## config.mk

```make
export PLATFORM = sky130hd
export DESIGN_NAME = snc_strap_loader
export DESIGN_NICKNAME = d
export VERILOG_FILES = /design/src/logic/snc_pkg.sv /design/src/logic/snc_decode.sv /design/src/logic/snc_strap_loader.sv
export VERILOG_INCLUDE_DIRS = /design/src /design/src/logic
export SDC_FILE = /design/constraint.sdc
export NUM_CORES = 1
export LEC_CHECK = 0
export BUFFER_PORTS_ARGS = -buffer_cell sky130_fd_sc_hd__clkbuf_2
export CORE_MARGIN = 3
export CORE_UTILIZATION = 49
export DETAILED_ROUTE_END_ITERATION = 7
export GPL_ROUTABILITY_DRIVEN = 1
export PLACE_DENSITY = 0.76
export RECOVER_POWER = 25
export SLEW_MARGIN = 10
export SYNTH_ARGS = -nofsm -noshare
export SYNTH_HDL_FRONTEND = slang
export SYNTH_SLANG_ARGS = --single-unit
```

## constraint.sdc

```tcl
create_clock -name SYS_CLK -period 1.4 [get_ports SYS_CLK]
set_input_delay 0.07 -clock SYS_CLK [delete_from_list [all_inputs] [get_ports SYS_CLK]]
set_output_delay 0.07 -clock SYS_CLK [all_outputs]
set_load 0.01 [all_outputs]
```

## src/logic/snc_consts.svh

```systemverilog
// Constants of the node configuration strap loader
`ifndef SNC_CONSTS_SVH
`define SNC_CONSTS_SVH
`define SNC_ADDR_W 4
`define SNC_ADDR_MASTER 4'h0
`define SNC_ADDR_RST 4'h0
`define SNC_RATE_W 4
`define SNC_RATE_RST 4'h0
`define SNC_RATE_10M 4'h2
`define SNC_RATE_20M 4'h3
`define SNC_RATE_HI_MSB 3
`define SNC_RATE_HI_LSB 2
`define SNC_SETTLE_NS 1000
`define SNC_CLK_NS 4
`define SNC_SETTLE_CYC ((`SNC_SETTLE_NS + `SNC_CLK_NS - 1) / `SNC_CLK_NS)
`define SNC_CNT_W 8
`endif

```

## src/logic/snc_pkg.sv

```systemverilog
// Types of the node configuration strap loader
package snc_pkg;
	typedef enum logic [1:0] {SNC_SPEED_NONE, SNC_SPEED_10M, SNC_SPEED_20M} snc_speed_t;
	typedef enum {SNC_SETTLE, SNC_CHECK, SNC_ONLINE, SNC_FAULT} snc_state_t;
endpackage

```

## src/logic/snc_decode.sv

```systemverilog
// Selector code checker: address and rate validity
`timescale 1ns/1ps
`include "snc_consts.svh"
module snc_decode
(
	// Raw selector codes
	input wire logic [3:0] addr_code,
	input wire logic [3:0] rate_code,
	// Decoded results
	output snc_pkg::snc_speed_t speed,
	output logic addr_ok,
	output logic rate_ok
);
	// Address zero belongs to the master, so a slave never takes it
	always_comb
	begin
		addr_ok = (addr_code != `SNC_ADDR_MASTER);
	end

	// Upper two rate positions must stay off; low codes 0 and 1 are forbidden
	always_comb
	begin
		speed = snc_pkg::SNC_SPEED_NONE;
		if (rate_code == `SNC_RATE_10M)
			speed = snc_pkg::SNC_SPEED_10M;
		else if (rate_code == `SNC_RATE_20M)
			speed = snc_pkg::SNC_SPEED_20M;
		rate_ok = (speed != snc_pkg::SNC_SPEED_NONE);
	end
endmodule

```

## src/logic/snc_strap_loader.sv

```systemverilog
// Power-on node address and link rate strap loader
`timescale 1ns/1ps
`include "snc_consts.svh"
module snc_strap_loader
(
	// Clock and power-on reset
	input wire logic SYS_CLK,
	input wire logic SYS_RST,
	// Selector switches, bit 0 is position 1
	input wire logic [3:0] ADDRESS_SELECTOR_SWITCH,
	input wire logic [3:0] RATE_SELECTOR_SWITCH,
	// Latched configuration
	output logic [3:0] NODE_ADDR,
	output logic RATE_10M,
	output logic RATE_20M,
	output logic CFG_DONE,
	output logic CFG_ERROR,
	output logic NODE_ENABLE
);
	localparam int SETTLE_CYC = `SNC_SETTLE_CYC;

	snc_pkg::snc_state_t state;
	snc_pkg::snc_state_t next_state;
	logic [`SNC_CNT_W-1:0] settle_cnt;
	logic [`SNC_CNT_W-1:0] next_settle_cnt;
	logic [3:0] addr_hold;
	logic [3:0] next_addr_hold;
	logic [3:0] rate_hold;
	logic [3:0] next_rate_hold;
	snc_pkg::snc_speed_t speed;
	logic addr_ok;
	logic rate_ok;
	logic [3:0] node_addr;
	logic [3:0] next_node_addr;
	logic rate_10m;
	logic next_rate_10m;
	logic rate_20m;
	logic next_rate_20m;
	logic cfg_done;
	logic next_cfg_done;
	logic cfg_error;
	logic next_cfg_error;
	logic node_enable;
	logic next_node_enable;

	// Checks the captured codes, not the live switches
	snc_decode u_decode
	(
		.addr_code(addr_hold),
		.rate_code(rate_hold),
		.speed(speed),
		.addr_ok(addr_ok),
		.rate_ok(rate_ok)
	);

	// Let the switch contacts settle after power-up, capture once, then freeze
	always_comb
	begin
		next_state = state;
		next_settle_cnt = settle_cnt;
		next_addr_hold = addr_hold;
		next_rate_hold = rate_hold;
		next_node_addr = node_addr;
		next_rate_10m = rate_10m;
		next_rate_20m = rate_20m;
		next_cfg_done = cfg_done;
		next_cfg_error = cfg_error;
		next_node_enable = node_enable;
		case (state)
			snc_pkg::SNC_SETTLE:
			begin
				if (settle_cnt == `SNC_CNT_W'(SETTLE_CYC - 1))
				begin
					next_addr_hold = ADDRESS_SELECTOR_SWITCH;
					next_rate_hold = RATE_SELECTOR_SWITCH;
					next_state = snc_pkg::SNC_CHECK;
				end
				else
					next_settle_cnt = settle_cnt + `SNC_CNT_W'(1);
			end
			snc_pkg::SNC_CHECK:
			begin
				next_cfg_done = 1'b1;
				if (addr_ok && rate_ok)
				begin
					next_node_addr = addr_hold;
					next_rate_10m = (speed == snc_pkg::SNC_SPEED_10M);
					next_rate_20m = (speed == snc_pkg::SNC_SPEED_20M);
					next_node_enable = 1'b1;
					next_state = snc_pkg::SNC_ONLINE;
				end
				else
				begin
					// A bad strap keeps the node silent rather than risk a clash
					next_cfg_error = 1'b1;
					next_state = snc_pkg::SNC_FAULT;
				end
			end
			// Terminal states: only a new power-on reset leaves them
			snc_pkg::SNC_ONLINE: next_state = state;
			snc_pkg::SNC_FAULT: next_state = state;
			default: next_state = snc_pkg::SNC_SETTLE;
		endcase
	end

	// Registers; reset is the power-on reset
	always_ff @(posedge SYS_CLK)
	begin
		if (SYS_RST)
		begin
			state <= snc_pkg::SNC_SETTLE;
			settle_cnt <= `SNC_CNT_W'h00;
			addr_hold <= `SNC_ADDR_RST;
			rate_hold <= `SNC_RATE_RST;
			node_addr <= `SNC_ADDR_RST;
			rate_10m <= 1'b0;
			rate_20m <= 1'b0;
			cfg_done <= 1'b0;
			cfg_error <= 1'b0;
			node_enable <= 1'b0;
		end
		else
		begin
			state <= next_state;
			settle_cnt <= next_settle_cnt;
			addr_hold <= next_addr_hold;
			rate_hold <= next_rate_hold;
			node_addr <= next_node_addr;
			rate_10m <= next_rate_10m;
			rate_20m <= next_rate_20m;
			cfg_done <= next_cfg_done;
			cfg_error <= next_cfg_error;
			node_enable <= next_node_enable;
		end
	end

	// Outputs straight from flip-flops
	assign NODE_ADDR = node_addr;
	assign RATE_10M = rate_10m;
	assign RATE_20M = rate_20m;
	assign CFG_DONE = cfg_done;
	assign CFG_ERROR = cfg_error;
	assign NODE_ENABLE = node_enable;

	// Checks, all in the single clock domain and quiet during power-on reset

	// An online slave never shows the master's address
	a_no_master_addr: assert property (@(posedge SYS_CLK) disable iff (SYS_RST)
		NODE_ENABLE |-> NODE_ADDR != `SNC_ADDR_MASTER)
		else $error("Enabled node uses master address");

	// Address frozen once online, whatever the switch does
	a_addr_frozen: assert property (@(posedge SYS_CLK) disable iff (SYS_RST)
		$past(NODE_ENABLE) |-> $stable(NODE_ADDR))
		else $error("Address changed while powered");

	// Rate frozen once configured
	a_rate_frozen: assert property (@(posedge SYS_CLK) disable iff (SYS_RST)
		$past(CFG_DONE) |-> $stable(RATE_10M) && $stable(RATE_20M))
		else $error("Rate changed while powered");

	// Exactly one rate while online
	a_rate_onehot: assert property (@(posedge SYS_CLK) disable iff (SYS_RST)
		NODE_ENABLE |-> RATE_10M != RATE_20M)
		else $error("Enabled node without one rate");

	// Code 0011 gives the fast rate
	a_rate_decode: assert property (@(posedge SYS_CLK) disable iff (SYS_RST)
		(state == snc_pkg::SNC_CHECK && rate_hold == `SNC_RATE_20M && addr_ok) |=> RATE_20M && !RATE_10M)
		else $error("Code 0011 not 20 Mbps");

	// Code 0010 gives the slow rate
	a_rate_slow_decode: assert property (@(posedge SYS_CLK) disable iff (SYS_RST)
		(state == snc_pkg::SNC_CHECK && rate_hold == `SNC_RATE_10M && addr_ok) |=> RATE_10M && !RATE_20M)
		else $error("Code 0010 not 10 Mbps");

	// Upper rate positions on must never bring the node up
	a_bad_rate_err: assert property (@(posedge SYS_CLK) disable iff (SYS_RST)
		(state == snc_pkg::SNC_CHECK && rate_hold[`SNC_RATE_HI_MSB:`SNC_RATE_HI_LSB] != 2'h0)
		|=> CFG_ERROR && !NODE_ENABLE)
		else $error("High rate bits accepted");

	// Any rate code but the two valid ones is refused
	a_bad_code_err: assert property (@(posedge SYS_CLK) disable iff (SYS_RST)
		(state == snc_pkg::SNC_CHECK && rate_hold != `SNC_RATE_10M && rate_hold != `SNC_RATE_20M)
		|=> CFG_ERROR && !NODE_ENABLE)
		else $error("Forbidden rate code accepted");

	// The master's address on the switch is refused
	a_zero_addr_err: assert property (@(posedge SYS_CLK) disable iff (SYS_RST)
		(state == snc_pkg::SNC_CHECK && addr_hold == `SNC_ADDR_MASTER) |=> CFG_ERROR && !NODE_ENABLE)
		else $error("Zero address accepted");

	// Error and enable are exclusive
	a_err_excl: assert property (@(posedge SYS_CLK) disable iff (SYS_RST)
		!(CFG_ERROR && NODE_ENABLE))
		else $error("Error and enable together");

	// Once in error, the node stays off until the next power-on
	a_err_sticky: assert property (@(posedge SYS_CLK) disable iff (SYS_RST)
		CFG_ERROR |=> CFG_ERROR && !NODE_ENABLE)
		else $error("Error flag dropped while powered");

	// An offline node shows no address and no rate
	a_offline_quiet: assert property (@(posedge SYS_CLK) disable iff (SYS_RST)
		!NODE_ENABLE |-> NODE_ADDR == `SNC_ADDR_RST && !RATE_10M && !RATE_20M)
		else $error("Offline node shows configuration");

	// The published address is the captured switch code
	a_addr_source: assert property (@(posedge SYS_CLK) disable iff (SYS_RST)
		$rose(NODE_ENABLE) |-> NODE_ADDR == $past(addr_hold))
		else $error("Address not from selector");

	// Capture only after the full settle count
	a_settle_wait: assert property (@(posedge SYS_CLK) disable iff (SYS_RST)
		$rose(state == snc_pkg::SNC_CHECK) |-> settle_cnt == `SNC_CNT_W'(SETTLE_CYC - 1))
		else $error("Switches captured before settle");

	// Done follows the check by one cycle
	a_done_time: assert property (@(posedge SYS_CLK) disable iff (SYS_RST)
		$rose(state == snc_pkg::SNC_CHECK) |=> CFG_DONE)
		else $error("Done late");

	// Main scenarios
	c_online_10m: cover property (@(posedge SYS_CLK) disable iff (SYS_RST) $rose(NODE_ENABLE) && RATE_10M);
	c_online_20m: cover property (@(posedge SYS_CLK) disable iff (SYS_RST) $rose(NODE_ENABLE) && RATE_20M);
	c_fault: cover property (@(posedge SYS_CLK) disable iff (SYS_RST) $rose(CFG_ERROR));
	c_zero_addr: cover property (@(posedge SYS_CLK) disable iff (SYS_RST) state == snc_pkg::SNC_CHECK && !addr_ok);
	c_switch_moved: cover property (@(posedge SYS_CLK) disable iff (SYS_RST) NODE_ENABLE && ADDRESS_SELECTOR_SWITCH != NODE_ADDR);
endmodule

```

Word level (Yosys, flattened, before mapping):

Cells that the tools add are included.

* bits in registers: 57
* memory bits (read-only): 0
* memories: 0
* input port bits: 10
* word-level logic and storage cells: 38
* latch bits: 0
* bits in writable memories: 0
* output and inout bits: 9

* reductions and logical operators: 10
* shift-type cells: 0
* divide/modulo/power cells: 0
* multiplexer cells: 5
* equality and inequality tests: 9
* order comparisons: 0
* bitwise operators: 3
* $mul: 0
* add/sub/neg operators: 1

Operators with widths (count)
* case mux 32 bit (3 select lines): 1
* == test 32 x 2 -> 1 bit, second input constant: 2
* == test 32 x 1 -> 1 bit, second input constant: 1
* zero test 32 bit: 1
* two-way mux 32 bit: 1
* AND reduction 2 bit: 5
* adder 8 x 1 -> 8 bit, second input constant: 1
* == test 4 x 2 -> 1 bit, second input constant: 2
* == test 8 bit, second input constant: 1
* two-way mux 2 bit: 2
* nonzero test 4 bit: 1
* NOT 1 bit: 3
* == test 2 x 1 -> 1 bit, second input constant: 1
* == test 2 bit, second input constant: 1
* != test 2 bit, second input constant: 1
* nonzero test 2 bit: 1
* OR reduction 2 bit: 1
* logical AND 1 bit: 1
* two-way mux 1 bit: 1

Depth between registers and ports, before layout:

* depth in word-level cells: 7
* depth in mapped cells: 6
* mapped depth without buffers: 5

By module:

Synthesis repeated with hierarchy kept, for this count alone.

* cell total of the unflattened synthesis: 137
* area total of the unflattened synthesis: 1184.9 µm²

Modules (own cells, without submodules)
* snc_strap_loader: area each 1151.1 µm², sequential area each 540.5 µm², cells an instance 133, times used 1
* snc_decode: area each 33.8 µm², sequential area each 0.0 µm², cells an instance 4, times used 1

Worst setup path before layout:

Ideal clock, no wire load.

* path kind: register -> register
* from: reg settle_cnt[1]
* to: reg settle_cnt[0]
* cell stages (with the launch flop): 6
* arrival time: 1253 ps
* library setup time: 121 ps
* buffers on the path: 0
* required time: 1279 ps
* clock period less this slack: 1374 ps
* slack: 26 ps
* path through: dfxtp_1 -> inv_1 -> ha_1 -> and3b_1 -> a21oi_1 -> mux2_2

* cells in the longest elaborated chain, start to end: 3

RTL lines
* start, declared: line snc_strap_loader.sv:24 `` logic [`SNC_CNT_W-1:0] settle_cnt; ``
* start signal, assigned: line snc_strap_loader.sv:112 `` settle_cnt <= `SNC_CNT_W'h00; ``
* start signal, assigned: line snc_strap_loader.sv:125 `settle_cnt <= next_settle_cnt;`
* == test 8 bit: line snc_strap_loader.sv:72 `` if (settle_cnt == `SNC_CNT_W'(SETTLE_CYC - 1)) ``
* NOT 1 bit (no line)
* AND reduction 2 bit (no line)

Every way passes these cells.
A chain may end at the register's enable or synchronous reset.

Worst setup path after layout:

* from: reg settle_cnt[1]
* to: reg addr_hold[3]

* cells in the longest elaborated chain, start to end: 2

RTL lines
* == test 8 bit: line snc_strap_loader.sv:72
* AND reduction 2 bit (no line)
* end signal, assigned: line snc_strap_loader.sv:113 `` addr_hold <= `SNC_ADDR_RST; ``
* end signal, assigned: line snc_strap_loader.sv:126 `addr_hold <= next_addr_hold;`
* end, declared: line snc_strap_loader.sv:26 `logic [3:0] addr_hold;`

Every way passes these cells.

==> results.toml <==
[logic_synthesis]
synth_edf_count = 0
ys_top_cells_by_count = "dfxtp_1 (27), nand2b_1 (22), mux2i_1 (14)"
netlist_area_sq_mm = 0.00123
synth_seq_cells = 27
synth_flop_cell = "dfxtp_1"
yosys_warnings = 0
syn-num-nets = 141
async_reset_ff_frac = 0
yosysTopAreaCell = "dfxtp_1"
yosysMostFrequentCell = "dfxtp_1"
synth_top_area_share = 0.439
avgSynthCellArea_sq_um = 9.53
syn_inst = 129
synthTopCellsByArea = "dfxtp_1 (44%), mux2i_1 (11%), nand2b_1 (11%)"
yosys.cell_types.count = 31
synth-seq-area-share = 0.439

[cts]
ctsRootBufferMaster = "clkbuf_4"
path_clk_slew_ps = 140
cts_num_sinks = 27
insertion_delay_ps = 320
cts_tree = "built"
post-cts-setup-buffer-count = 0
htreeDepth = 1
cts_buffer_depth = 2
cts_buffers = 3

[layout]
drive_gt1_frac = 0.338
area_growth_pct = 27.5
nets = 173
final_util = 0.682
num_antenna_cells = 0

[detailed_routing]
postRouteAntennaNets = 0
vias = 985
drc = 0
dr.pass1.iters = 4
via_per_inst = 5.24
drt_wl_total_mm = 2.38
wl_per_cell_um = 12.6
drtIter0Drc = 16

[pwr]
leakagePower_nw = 0.613
powerDensity_mw_per_mm2 = 766
p_sw_w = 0.000262
pwr-share-seq = 0.651
p_sw_frac = 0.218
p_total_w = 0.00120
combPwrFrac = 0.077
clkPwrFrac = 0.271
internal-power_w = 0.000939
ir_drop_mv = 0.706

[run_status]
run_status = "complete, but fails checks"
violations = "negative setup slack"

[timing]
slew_viol_final = 0
tightest_slew_ps = 399
worst_hold_slack_ps = 19.9
rsz0062_at_grt = "true"
finalHoldViolations = 0
setup_viol_count_final = 3
final.setup.tns_ps = -49.0
worst_clock_skew_ps = 7.72
fin_ws_ps = -23.6
fin_crit_ps = 1420
slew_headroom = 0.734
min_period_over_period = 1.02
fmax_mhz = 702

[setup_path]
cp_cell_sequence = "inv_2 > ha_4 > and3b_2 > nor3b_4 > buf_6 > mux2i_1"
crit_arrival_ps = 1670
r2r_slack_ps = -20
cp_slowest_stage_delay_ps = 360
cp_slowest_cell = "dfxtp_2"
crit_start = "settle_cnt[1]"
r2r_start = "settle_cnt[1]"
worstSetupEndpointType = "register"
cp_data_required_time_ps = 1650
startpoint_type = "register"
path_max_fanout = 8
critPathBufInv = 2
critPathTopFamily = "simple AND/OR/NAND/NOR gates"
critPathKind = "reg -> reg"

[placement]
routabilityCongestion = 0.670
portBuffers = 18
post-place-ws_ps = -69.5
dp.final_hpwl_mm = 1.65

[die]
coreArea_sq_mm = 0.00230
initial_core_util = 0.535
rows = 17
die_x_um = 56.1
die_area_sq_mm = 0.00315
die_h_um = 56.1
io_pins = 19

[grt]
grt_max_degree = 28
overflow = 0
grt_pass1_wl_mm = 4.04
grt_usage = 0.158
antenna_found_initial = 0
grt_pass1_vias = 952

[min_path]
hold_class = "in -> reg"
min_from = "ADDRESS_SELECTOR_SWITCH[3]"

[run]
drv_cap = 0
-- path summary, 6_finish.rpt --
| path | end | cells past startpoint |
|---|---|---|
| setup reg to reg | addr_hold[3] | 6 |
| hold / removal | addr_hold[3] | 3 |
| setup / recovery | addr_hold[3] | 6 |
| hold reg to reg | NODE_ENABLE | 2 |
-- cell families (layout without fill, tap and decap cells) --
logic type	count (synthesis)	after routing	share of synthesized area
AO/OA/AOI/OAI	13	13	0.0610
adder cells (fa/ha/maj)	2	2	0.0203
buffers and inverters	11	42	0.0366
flip-flops	27	27	0.439
multiplexers	18	18	0.151
AND/OR/NAND/NOR	58	58	0.292
-- cells in the final DEF (no fill, tap or decap), types with 3 or more instances in the layout --
cell	Yosys	routed
inv_1	4	3
mux2i_1	14	14
a21oi_1	7	5
clkbuf_4	0	3
nor2_1	7	7
nand3_1	3	3
buf_4	0	8
dfxtp_4	0	3
dlygate4sd3_1	0	7
dfxtp_1	27	19
dfxtp_2	0	5
nand2b_1	22	22
nor2b_1	5	5
mux2_2	4	3
clkbuf_2	0	18
-- metal layers --
metal / share of wire / track usage / up-vias
li1: - / - / 510
met1: 0.44 / 0.183 / 460
met2: 0.52 / 0.284 / 13
met3: 0.042 / 0.0510 / 2
met4: 0.0059 / 0.0305 / 0
met5: 0 / 0 / -
-- what timing repair did --
| action | 4_1_cts | 5_1_grt |
|---|---|---|
| hold buffers | 7 | 0 |
| pin swaps | 1 | 3 |
| setup endpoints to repair | 17 | 21 |
| gates resized for setup | 8 | 18 |
| endpoints found under the hold margin | 7 | 0 |
-- worst register-to-register path, stage by stage (launching register included) --
cell	delay [ps]
dfxtp_2	360
inv_2	70
ha_4	120
and3b_2	210
nor3b_4	190
buf_6	180
mux2i_1	220
-- flip-flops by register name, indices dropped and copies added (netlist names) --
name,cells
CFG_DONE,1
CFG_ERROR,1
NODE_ADDR,4
NODE_ENABLE,1
RATE_10M,1
RATE_20M,1
addr_hold,4
rate_hold,4
settle_cnt,8
state,2
-- metrics by stage --
stage	area, sq um	instances
3_5_place_dp	1390	177
4_1_cts	1510	188
2_1_floorplan	1230	129
5_1_grt	1570	188
3_3_place_gp	1390	177
6_report	1570	188
-- power groups by stage --
stage | registers [W] | logic, W | clock network [W]
after detailed placement | 0.000801 | 0.0000672 | 0
after global placement | 0.000800 | 0.0000637 | 0
after CTS | 0.000785 | 0.0000827 | 0.000331
after floorplan | 0.000799 | 0.0000462 | 0
final | 0.000782 | 0.0000929 | 0.000326
after global routing | 0.000785 | 0.000105 | 0.000363
-- area by class of cell --
cell class	count	area (sq um)
clock buffer	4	26.3
timing repair buffer	34	231
fill	175	729
tap	28	35.0
sequential	27	558
inverter	4	15.0
multi-input combinational	91	702
Power figures use the tool's default switching activity.
